===== config.mk =====
export PLATFORM = sky130hd
export DESIGN_NAME = switch_port_forwarding_control
export DESIGN_NICKNAME = d
export VERILOG_FILES = /design/src/rtl/spfc_pkg.sv /design/src/rtl/spfc_cfg_if.sv /design/src/rtl/spfc_lookup_check.sv /design/src/rtl/spfc_port_regs.sv /design/src/rtl/switch_port_forwarding_control.sv
export SDC_FILE = /design/constraint.sdc
export NUM_CORES = 1
export LEC_CHECK = 0
export ABC_AREA = 1
export BUFFER_PORTS_ARGS = -buffer_cell sky130_fd_sc_hd__buf_4
export CORE_MARGIN = 4
export CORE_UTILIZATION = 66
export CTS_BUF_LIST = sky130_fd_sc_hd__clkbuf_16
export DETAILED_ROUTE_END_ITERATION = 8
export GPL_TIMING_DRIVEN = 0
export HOLD_SLACK_MARGIN = 0.1
export PLACE_DENSITY = 0.93
export SLEW_MARGIN = 20
export SYNTH_ARGS = -nofsm -noshare
export SYNTH_HDL_FRONTEND = slang
export SYNTH_SLANG_ARGS = --single-unit

===== constraint.sdc =====
create_clock -name mclk -period 32.1 [get_ports mclk]
set_input_delay 6.42 -clock mclk [delete_from_list [all_inputs] [get_ports mclk]]
set_output_delay 6.42 -clock mclk [all_outputs]
set_load 0.01 [all_outputs]

===== src/rtl/spfc_pkg.sv =====
// Constants of the switch port forwarding control block
package spfc_pkg;
  localparam int NUM_PORTS  = 7;
  localparam int MSTP_COUNT = 8;
  // Register indices inside one port space; byte address is four times this
  localparam logic [11:0] IDX_DROP_POLICY = 12'hA00;
  localparam logic [11:0] IDX_FWD_MEMBER  = 12'hA04;
  localparam logic [11:0] IDX_TXQ_USAGE   = 12'hA10;
  localparam logic [11:0] IDX_LOOKUP_OPT  = 12'hB00;
  localparam logic [11:0] IDX_INST_SEL    = 12'hB01;
  localparam logic [11:0] IDX_MSTP_STATE  = 12'hB04;
  // Global registers, in port space zero
  localparam logic [11:0] IDX_GLOBAL_CTRL = 12'h000;
  localparam logic [11:0] IDX_MAC_LO      = 12'h001;
  localparam logic [11:0] IDX_MAC_HI      = 12'h002;
  localparam logic [2:0]  PORT_GLOBAL     = 3'h0;
  // Values after reset
  localparam logic [1:0]  DROP_RST   = 2'h0;
  localparam logic [6:0]  FWD_RST    = 7'h7F;
  localparam logic [10:0] TXQ_RST    = 11'h000;
  localparam logic [10:0] TXQ_MAX    = 11'h7FF;
  localparam logic [7:0]  LOOKUP_RST = 8'h00;
  localparam logic [7:0]  SEL_RST    = 8'h00;
  localparam logic [2:0]  MSTP_RST   = 3'h6;
  localparam logic [47:0] MAC_RST    = 48'h0000_0000_0000;
  // Writable bits of the lookup options; others read zero
  localparam logic [7:0]  LOOKUP_RW_MASK = 8'hFA;
  // Lookup option bit positions
  localparam int LK_NULL_VID   = 7;
  localparam int LK_VLAN_FILT  = 6;
  localparam int LK_NON_PVID   = 5;
  localparam int LK_MAC_AUTH   = 4;
  localparam int LK_SELF_FILT  = 3;
  localparam int GC_SELF_FILT  = 0;
  localparam logic [1:0]  DROP_NONE = 2'h0;
  localparam logic [11:0] VID_NULL  = 12'h000;
endpackage


===== src/rtl/spfc_cfg_if.sv =====
// Settings of the ingress port handed to the lookup check
`timescale 1ns/1ps
`default_nettype none
interface spfc_cfg_if;
  logic       portOk;
  logic [1:0] dropPolicy;
  logic [6:0] fwdMask;
  logic [7:0] lookupOpt;
  modport src (output portOk, dropPolicy, fwdMask, lookupOpt);
  modport chk (input portOk, dropPolicy, fwdMask, lookupOpt);
endinterface
`default_nettype wire


===== src/rtl/spfc_lookup_check.sv =====
// Address lookup option checks for one received frame
`timescale 1ns/1ps
`default_nettype none
module spfc_lookup_check (
  spfc_cfg_if.chk            cfg,
  input  wire logic          frmTagged,
  input  wire logic [11:0]   frmVid,
  input  wire logic [11:0]   frmPvid,
  input  wire logic          frmVlanMember,
  input  wire logic [47:0]   frmSrcMac,
  input  wire logic [47:0]   switchMac,
  input  wire logic          globalSaEn,
  output logic [11:0]        lookupVid,
  output logic               filterDrop,
  output logic               selfDrop,
  output logic               macAuth
);
  logic useFrameVid;

  // Priority tagged frames fall back to the default VID unless told not to
  assign useFrameVid = frmTagged && (frmVid != spfc_pkg::VID_NULL
    || cfg.lookupOpt[spfc_pkg::LK_NULL_VID]);
  assign lookupVid = useFrameVid ? frmVid : frmPvid;

  // Membership and default VID filters
  assign filterDrop = (cfg.lookupOpt[spfc_pkg::LK_VLAN_FILT] && !frmVlanMember)
    || (cfg.lookupOpt[spfc_pkg::LK_NON_PVID] && lookupVid != frmPvid);

  // Own address filter needs both the port and the global enable
  assign selfDrop = cfg.lookupOpt[spfc_pkg::LK_SELF_FILT] && globalSaEn
    && frmSrcMac == switchMac;
  assign macAuth = cfg.lookupOpt[spfc_pkg::LK_MAC_AUTH];
endmodule
`default_nettype wire


===== src/rtl/spfc_port_regs.sv =====
// Register set of one switch port
`timescale 1ns/1ps
`default_nettype none
module spfc_port_regs (
  input  wire logic        mclk,
  input  wire logic        rst,
  input  wire logic        wrEn,
  input  wire logic [11:0] wrIdx,
  input  wire logic [7:0]  wdata,
  input  wire logic        txqAlloc,
  input  wire logic        txqFree,
  output logic [1:0]       dropPolicy,
  output logic [6:0]       fwdMask,
  output logic [7:0]       lookupOpt,
  output logic [7:0]       instSel,
  output logic [2:0]       mstpState,
  output logic [10:0]      txqBlocks
);
  typedef struct packed {
    logic [1:0]      dropPolicy;
    logic [6:0]      fwdMask;
    logic [7:0]      lookupOpt;
    logic [7:0]      instSel;
    logic [7:0][2:0] mstp;
    logic [10:0]     txqBlocks;
  } spfc_port_state_t;
  localparam spfc_port_state_t ST_RST = '{spfc_pkg::DROP_RST, spfc_pkg::FWD_RST,
    spfc_pkg::LOOKUP_RST, spfc_pkg::SEL_RST, {spfc_pkg::MSTP_COUNT{spfc_pkg::MSTP_RST}},
    spfc_pkg::TXQ_RST};
  spfc_port_state_t st;
  spfc_port_state_t next_st;
  logic [2:0]       wMstp;
  assign wMstp = wdata[2:0];

  // Register writes and the queue block counter
  always_comb begin
    next_st = st;
    if (wrEn) begin
      case (wrIdx)
        spfc_pkg::IDX_DROP_POLICY: next_st.dropPolicy = wdata[1:0];
        spfc_pkg::IDX_FWD_MEMBER:  next_st.fwdMask = wdata[6:0];
        spfc_pkg::IDX_LOOKUP_OPT:  next_st.lookupOpt = wdata & spfc_pkg::LOOKUP_RW_MASK;
        spfc_pkg::IDX_INST_SEL:    next_st.instSel = wdata;
        spfc_pkg::IDX_MSTP_STATE:  next_st.mstp[st.instSel[2:0]] = wMstp;
        default: ;
      endcase
    end
    // Saturate rather than wrap, a wrapped count would mislead software
    if (txqAlloc && !txqFree && st.txqBlocks != spfc_pkg::TXQ_MAX) begin
      next_st.txqBlocks = st.txqBlocks + 11'h001;
    end else if (txqFree && !txqAlloc && st.txqBlocks != spfc_pkg::TXQ_RST) begin
      next_st.txqBlocks = st.txqBlocks - 11'h001;
    end
  end

  // State register
  always_ff @(posedge mclk or posedge rst) begin
    if (rst) begin
      st <= ST_RST;
    end else begin
      st <= next_st;
    end
  end

  assign dropPolicy = st.dropPolicy;
  assign fwdMask    = st.fwdMask;
  assign lookupOpt  = st.lookupOpt;
  assign instSel    = st.instSel;
  assign mstpState  = st.mstp[st.instSel[2:0]];
  assign txqBlocks  = st.txqBlocks;
endmodule
`default_nettype wire


===== src/rtl/switch_port_forwarding_control.sv =====
// Per-port forwarding control registers with APB access and frame decisions
//
// Local design decision: register access over APB.
`timescale 1ns/1ps
`default_nettype none
module switch_port_forwarding_control (
  input  wire logic        mclk,
  input  wire logic        rst,
  input  wire logic        psel,
  input  wire logic        penable,
  input  wire logic        pwrite,
  input  wire logic [16:0] paddr,
  input  wire logic [31:0] pwdata,
  input  wire logic [3:0]  pstrb,
  output logic [31:0]      prdata,
  output logic             pready,
  output logic             pslverr,
  input  wire logic [6:0]  txqAlloc,
  input  wire logic [6:0]  txqFree,
  input  wire logic        frmValid,
  input  wire logic [2:0]  frmPort,
  input  wire logic        frmTagged,
  input  wire logic [11:0] frmVid,
  input  wire logic [11:0] frmPvid,
  input  wire logic [1:0]  frmPrio,
  input  wire logic [47:0] frmSrcMac,
  input  wire logic        frmVlanMember,
  input  wire logic        frmCongested,
  output logic             decValid,
  output logic             decDrop,
  output logic             decFlowCtrl,
  output logic [11:0]      decLookupVid,
  output logic [6:0]       decFwdMask,
  output logic             decMacAuth
);
  typedef struct packed {
    logic [31:0] prdata;
    logic        pready;
    logic        pslverr;
    logic        globalSaEn;
    logic [47:0] switchMac;
    logic        decValid;
    logic        decDrop;
    logic        decFlowCtrl;
    logic [11:0] decLookupVid;
    logic [6:0]  decFwdMask;
    logic        decMacAuth;
    logic        dropCong;
    logic        dropSelf;
  } spfc_top_state_t;

  spfc_top_state_t st;
  spfc_top_state_t next_st;

  // Per-port register outputs, entry g belongs to port g+1
  logic [spfc_pkg::NUM_PORTS-1:0][1:0]  pDrop;
  logic [spfc_pkg::NUM_PORTS-1:0][6:0]  pFwd;
  logic [spfc_pkg::NUM_PORTS-1:0][7:0]  pLook;
  logic [spfc_pkg::NUM_PORTS-1:0][7:0]  pSel;
  logic [spfc_pkg::NUM_PORTS-1:0][2:0]  pMstp;
  logic [spfc_pkg::NUM_PORTS-1:0][10:0] pTxq;
  logic [spfc_pkg::NUM_PORTS-1:0]       portWr;

  // Bus decode
  logic [2:0]  port;
  logic [11:0] off;
  logic [2:0]  pIx;
  logic        setup;
  logic        access;
  logic        mapped;
  logic [31:0] rdData;
  logic        busWr;

  // Frame side
  logic [2:0]  fIx;
  logic [11:0] lookupVid;
  logic        filterDrop;
  logic        selfDrop;
  logic        macAuth;
  logic        congDrop;
  logic        flowCtrl;

  spfc_cfg_if cfg ();

  assign port   = paddr[16:14];
  assign off    = paddr[13:2];
  assign pIx    = port - 3'h1;
  assign setup  = psel && !penable;
  assign access = psel && penable && st.pready;
  // Errored transfers never write, so a bad address cannot corrupt state
  assign busWr  = access && pwrite && !st.pslverr;

  // Read multiplexer, also tells whether the address is mapped
  always_comb begin
    rdData = 32'h0000_0000;
    mapped = 1'b1;
    if (port == spfc_pkg::PORT_GLOBAL) begin
      case (off)
        spfc_pkg::IDX_GLOBAL_CTRL: rdData = {31'h0, st.globalSaEn};
        spfc_pkg::IDX_MAC_LO:      rdData = st.switchMac[31:0];
        spfc_pkg::IDX_MAC_HI:      rdData = {16'h0, st.switchMac[47:32]};
        default:                   mapped = 1'b0;
      endcase
    end else begin
      case (off)
        spfc_pkg::IDX_DROP_POLICY: rdData = {30'h0, pDrop[pIx]};
        spfc_pkg::IDX_FWD_MEMBER:  rdData = {25'h0, pFwd[pIx]};
        spfc_pkg::IDX_TXQ_USAGE:   rdData = {21'h0, pTxq[pIx]};
        spfc_pkg::IDX_LOOKUP_OPT:  rdData = {24'h0, pLook[pIx]};
        spfc_pkg::IDX_INST_SEL:    rdData = {24'h0, pSel[pIx]};
        spfc_pkg::IDX_MSTP_STATE:  rdData = {29'h0, pMstp[pIx]};
        default:                   mapped = 1'b0;
      endcase
    end
    if (paddr[1:0] != 2'h0) begin
      mapped = 1'b0;
    end
  end

  // One copy of the register set for each switch port
  genvar g;
  generate
    for (g = 0; g < spfc_pkg::NUM_PORTS; g = g + 1) begin : gPort
      assign portWr[g] = busWr && pstrb[0] && port == 3'(g + 1);
      spfc_port_regs uRegs (
        .mclk       (mclk),
        .rst        (rst),
        .wrEn       (portWr[g]),
        .wrIdx      (off),
        .wdata      (pwdata[7:0]),
        .txqAlloc   (txqAlloc[g]),
        .txqFree    (txqFree[g]),
        .dropPolicy (pDrop[g]),
        .fwdMask    (pFwd[g]),
        .lookupOpt  (pLook[g]),
        .instSel    (pSel[g]),
        .mstpState  (pMstp[g]),
        .txqBlocks  (pTxq[g])
      );
    end
  endgenerate

  // Settings of the port that the current frame arrived on
  assign fIx            = frmPort - 3'h1;
  assign cfg.portOk     = frmPort != 3'h0;
  assign cfg.dropPolicy = cfg.portOk ? pDrop[fIx] : spfc_pkg::DROP_NONE;
  assign cfg.fwdMask    = cfg.portOk ? pFwd[fIx] : 7'h00;
  assign cfg.lookupOpt  = cfg.portOk ? pLook[fIx] : 8'h00;

  spfc_lookup_check uCheck (
    .cfg           (cfg),
    .frmTagged     (frmTagged),
    .frmVid        (frmVid),
    .frmPvid       (frmPvid),
    .frmVlanMember (frmVlanMember),
    .frmSrcMac     (frmSrcMac),
    .switchMac     (st.switchMac),
    .globalSaEn    (st.globalSaEn),
    .lookupVid     (lookupVid),
    .filterDrop    (filterDrop),
    .selfDrop      (selfDrop),
    .macAuth       (macAuth)
  );

  // Congestion handling: low priorities are dropped below the policy level
  assign congDrop = frmCongested && cfg.dropPolicy != spfc_pkg::DROP_NONE
    && frmPrio < cfg.dropPolicy;
  assign flowCtrl = frmCongested && cfg.dropPolicy == spfc_pkg::DROP_NONE;

  // Next state: bus answer, global settings and the frame decision
  always_comb begin
    next_st = st;
    // Answer in the first access cycle, data fixed during setup
    next_st.pready = setup;
    if (setup) begin
      next_st.pslverr = !mapped;
      next_st.prdata  = (!pwrite && mapped) ? rdData : 32'h0000_0000;
    end
    if (busWr && port == spfc_pkg::PORT_GLOBAL) begin
      if (off == spfc_pkg::IDX_GLOBAL_CTRL && pstrb[0]) begin
        next_st.globalSaEn = pwdata[spfc_pkg::GC_SELF_FILT];
      end
      for (int b = 0; b < 4; b++) begin
        if (pstrb[b] && off == spfc_pkg::IDX_MAC_LO) begin
          next_st.switchMac[8*b +: 8] = pwdata[8*b +: 8];
        end
      end
      // Upper word holds only two address bytes, so the loop stops early
      for (int b = 0; b < 2; b++) begin
        if (pstrb[b] && off == spfc_pkg::IDX_MAC_HI) begin
          next_st.switchMac[32 + 8*b +: 8] = pwdata[8*b +: 8];
        end
      end
    end
    // Unknown port numbers are dropped so nothing escapes unchecked
    next_st.decValid     = frmValid;
    next_st.decLookupVid = frmValid ? lookupVid : 12'h000;
    next_st.decFwdMask   = frmValid ? cfg.fwdMask : 7'h00;
    next_st.decMacAuth   = frmValid && macAuth;
    next_st.decFlowCtrl  = frmValid && cfg.portOk && flowCtrl;
    next_st.dropCong     = frmValid && cfg.portOk && congDrop;
    next_st.dropSelf     = frmValid && cfg.portOk && selfDrop;
    next_st.decDrop      = frmValid && (!cfg.portOk || congDrop || filterDrop
      || selfDrop);
  end

  // State register
  always_ff @(posedge mclk or posedge rst) begin
    if (rst) begin
      st <= '0;
      st.switchMac <= spfc_pkg::MAC_RST;
    end else begin
      st <= next_st;
    end
  end

  assign prdata       = st.prdata;
  assign pready       = st.pready;
  assign pslverr      = st.pslverr;
  assign decValid     = st.decValid;
  assign decDrop      = st.decDrop;
  assign decFlowCtrl  = st.decFlowCtrl;
  assign decLookupVid = st.decLookupVid;
  assign decFwdMask   = st.decFwdMask;
  assign decMacAuth   = st.decMacAuth;
endmodule
`default_nettype wire

==> metrics.md <==
| Metric | Value |
|---|---|
| Portion of total power attributed to the clock network | 30.8% |
| Main area contributors after synthesis | dfrtp_1 30%, dfstp_2 15%, nand2_1 12% |
| Leakage power total | 14.8 nW |
| Total power divided by cell area | 58.9 nW/um^2 |
| Hold/Removal Path Class | reg2reg |
| Starting density of the core | 66.9% |
| Met3 Use GR | 11.7% |
| Highest achievable clock rate | 0.0882 GHz |
| Iteration count of the initial detailed-routing pass | 7 |
| Site Rows | between 70 and 80 |
| Horiz. Die Dim | 217 um |
| # fillers | 3026 |
| Library cell appearing most often on the critical path | clkbuf_1 |
| Placed cell count | 4490 |
| Routing usage on met2 | a little over three fifths |
| Net count reported at finish | 4192 |
| Die Y | 217 um |
| Share of final-layout standard cells stronger than drive strength 1 | 14.2% |
| Average cell area after synthesis | approximately 7.8 um^2 |
| Maximum fanout along the worst path | 12 |
| Total of warnings raised by yosys | 0 |
| Number of enable flip-flop cells after synthesis | 0 |
| Final HPWL DP | 68700 um |
| Peak per-stage delay on the critical path | 0.83 ns |
| Worst Hold Depth | 2 |
| Count of final setup violators | 0 |
| Post-synth top area share | 30.5% |
| Run status | finished clean |
| Post-layout instance count excluding filler cells | 4590 |
| Type of origin of the critical path | input port |
| Critical Path, Cell by Cell | buf_4 -> inv_2 -> clkbuf_1 -> buf_1 -> ha_1 -> inv_1 -> clkbuf_1 -> clkbuf_1 -> clkbuf_1 -> nor3_1 -> o21ai_0 -> nand3_1 -> nand4_1 -> nand4_1 -> nand2_1 |
| Most Crowded Layer GR | met2 |
| Final cycle utilization of the critical path | 35.3% |
| Slew at the pin closest to its max-slew limit | 1.24 ns |
| Comb pwr share | 29.3% |
| Final Hold Fails | 0 |
| Wire length reported by the detailed router | 96200 um |
| Layout Utilization | between 70% and 80% |
| Ys async rst share | 100% |
| Cts repair resizes | 0 |
| Detail Route Antenna Nets | 0 |
| Number of violations of the max-capacitance limit | 0 |
| Placeable Area | 43100 um^2 |
| Arrival time of the worst setup path | 11.90 ns |
| Largest net degree at the start of global routing | between 100 and 150 |
| Worst-Skew Late Latency | between 0.6 and 0.7 ns |
| Post-synth top area cell | dfrtp_1 |
| Critical path capture point type | flip-flop |
| Kind of cell adding the most delay to the critical path | buffers and inverters |
| Depth of the worst register-to-register path | 7 |
| Nets in the synthesized netlist | 3917 |
| Most instantiated flip-flop cell in the synthesis netlist | dfrtp_1 |
| Die Area | 47100 um^2 |
| Internal power | ~0.0012 W |
| Number of antenna violations at the first check in global routing | 2 |
| Grt total ovfl | 0 |
| Number of hold-repair buffers added at the cts stage | 0 |
| GRT Resource Usage Total | 40.1% |
| Clock Sink Count | just over 500 |
| Total number of cells along the worst setup path | 15 |
| Switching share of power | 36.3% |
| DRC violations left | 0 |
| Placed instance area | 31400 um^2 |
| Sequential element share of the synthesized area | ~45% |
| Unrepaired setup endpoints after global routing | false |
| Master cell of the clock root buffer | clkbuf_16 |
| Shortest clock period the worst path allows after layout | 11.34 ns |
| Reg clk slew, reported paths | 0.06 ns |
| Post-CTS setup-driven buffer insertion count | 0 |
| Number of global-route vias before repair | 28.0k |
| Synth cell types | 60 |
| Wire per inst | 21.0 um |
| Max-slew violations | 0 |
| Wire length of the first global-routing pass | around 150000 um |
| Initial DRC count | 4921 |
| Part of the power in registers | 39.9% |
| Via density per instance | approximately 6.3 |
| Flop and latch count out of synthesis | 512 |
| Clock Path Buffers | 3 |
| TritonCTS clock tree | yes |
| Port Buffers | 207 |
| Number of top-level pins | 210 |
| Number of vias in the routed layout | ~29k |
| Crit Path Class | in2reg |
| Grt met1 use | about half |
| Buf/Inv on CP | 8 |
| Synthesized instance count | around 3.7k |
| Clock buffer count from CTS | 54 |
| Final total negative setup slack | 0 ns |
| Required time reported for the critical path endpoint | 32.66 ns |
| Sw power | ~0.0007 W |
| Clock skew | 0.0150 ns |
| Max rail drop VDD | around 0.000044 V |
| Final instance area | about 33000 um^2 |
| CTS HTree Levels | 2 |
| Slowest cell on crit path | buf_1 |
| Layout overhead on the synthesized area | 14.7% |
| Final weighted congestion in routability-driven placement | about 1.0 |
| Worst max-slew margin expressed relative to the limit | 16.8% |
| Synthesized cell area | 28800 um^2 |
state kept, by name (all words and copies together), names as in the netlist:
| register | cells |
|---|---|
| gPort.uRegs.dropPolicy | 14 |
| gPort.uRegs.instSel | 56 |
| decMacAuth | 1 |
| gPort.uRegs.txqBlocks | 77 |
| gPort.uRegs.st | 168 |
| decLookupVid | 12 |
| pslverr | 1 |
| decDrop | 1 |
| pready | 1 |
| prdata | 32 |
| st | 49 |
| decFwdMask | 7 |
| decFlowCtrl | 1 |
| gPort.uRegs.lookupOpt | 42 |
| gPort.uRegs.fwdMask | 49 |
| decValid | 1 |
cells in the final DEF (no fill, tap or decap), drive strengths merged, types with 3 or more instances in the layout:
cell type,count
a211oi,18
a21o,4
a21oi,157
a221oi,17
a22o,6
a22oi,8
a311oi,8
a31oi,10
and2,3
buf,283
clkbuf,201
clkinv,28
dfrtp,351
dfstp,161
fa,7
ha,71
inv,358
mux2,10
nand2,939
nand3,171
nand3b,4
nand4,64
nor2,194
nor3,80
nor4,14
o2111ai,15
o211ai,14
o21a,5
o21ai,610
o221ai,42
o22ai,17
o311ai,5
o31ai,23
o41ai,3
or2,20
xnor2,28
xor2,40
Yosys cell counts (3+ instances only):
library cell    n
clkbuf_1      146
nor4_1         12
nand2_1       937
inv_1         337
xor2_1         40
a211oi_1       18
o22ai_1        17
nor2_1        193
o31ai_1        23
nand4_1        64
o21ai_2        10
buf_4          51
o311ai_0        5
nor3_4          3
dfrtp_1       351
nor3_1         76
o2111ai_1      15
o41ai_1         3
buf_2           5
a21o_1          4
buf_1           6
ha_1           71
o211ai_1       14
inv_2           4
xnor2_1        28
and2_1          3
clkinv_1        5
nand3_1       170
a311oi_1        8
fa_1            7
a221oi_1       17
o21a_1          5
dfstp_2       161
or2_2          18
a21oi_1       157
a31oi_1        10
nand3b_1        4
mux2_2         10
a22o_1          6
a22oi_1         8
o221ai_1       42
o21ai_0       600
worst reg2reg max path, delay by kind of cell, from the launching register on:
family	cells	cell delay, ns
flip-flops	1	0.35
AND/OR/NAND/NOR	5	2.13
buffers and inverters	1	0.37
AO/OA/AOI/OAI	1	0.40
worst paths after layout:
kind / endpoint / from / slack (ns)
setup / recovery: prdata[7] / paddr[14] / 20.76
hold / removal: gPort[6].uRegs.st[29] / gPort[6].uRegs.st[29] / 0.48
setup reg to reg: gPort[0].uRegs.instSel[0] / pready / 28.72
hold reg to reg: gPort[6].uRegs.st[29] / gPort[6].uRegs.st[29] / 0.48
max in group asynchronous: gPort[0].uRegs.st[21] / rst / 24.82
min in group asynchronous: gPort[3].uRegs.txqBlocks[2] / rst / 5.76
power by group through the flow:
stage	combinational (W)	clock [W]	sequential, W
4_1_cts	0.000555	0.000598	0.000772
3_3_place_gp	0.000525	0	0.000780
2_1_floorplan	0.000407	0	0.000755
6_report	0.000570	0.000599	0.000777
5_1_grt	0.000635	0.000626	0.000781
3_5_place_dp	0.000548	0	0.000782
stage by stage:
stage / power (W) / setup slack, ns / hold WS [ns]
2_1_floorplan: 0.00116 / 11.65 / 0.448
3_3_place_gp: 0.00130 / 6.39 / 0.462
3_5_place_dp: 0.00133 / 20.72 / 0.468
4_1_cts: 0.00192 / 21.33 / 0.483
5_1_grt: 0.00204 / 20.94 / 0.506
6_report: 0.00195 / 20.76 / 0.483
layer usage:
| metal | wire length [um] | up-vias |
|---|---|---|
| li1 | - | 12988 |
| met1 | 34300 | 13453 |
| met2 | 42600 | 2150 |
| met3 | 12600 | 509 |
| met4 | 6520 | 2 |
| met5 | 70 | - |
layout make-up:
| type | count | area [um^2] | area share (%) |
|---|---|---|---|
| Clock buffer | 55 | 1380 | 4.17 |
| Tap cell | 585 | 732 | 2.22 |
| Buffer | 210 | 1000 | 3.03 |
| Inverter | 346 | 1310 | 3.95 |
| Multi-Input combinational cell | 2618 | 13600 | 41.0 |
| Clock inverter | 43 | 288 | 0.871 |
| Antenna cell | 2 | 5.00 | 0.0151 |
| Sequential cell | 512 | 13000 | 39.4 |
| Timing Repair Buffer | 219 | 1760 | 5.34 |
kinds of logic after synthesis:
group / count (synthesis) / share of synthesized area [%]
AOI/OAI and AO/OA: 968 / 19.0
xor gates and xnor gates: 68 / 2.07
muxes: 12 / 0.460
DFF: 512 / 45.2
adders and majority gates: 78 / 3.57
and+or+nand+nor: 1492 / 21.8
buffers and inverters: 556 / 7.98
Power figures use the tool's default switching activity.
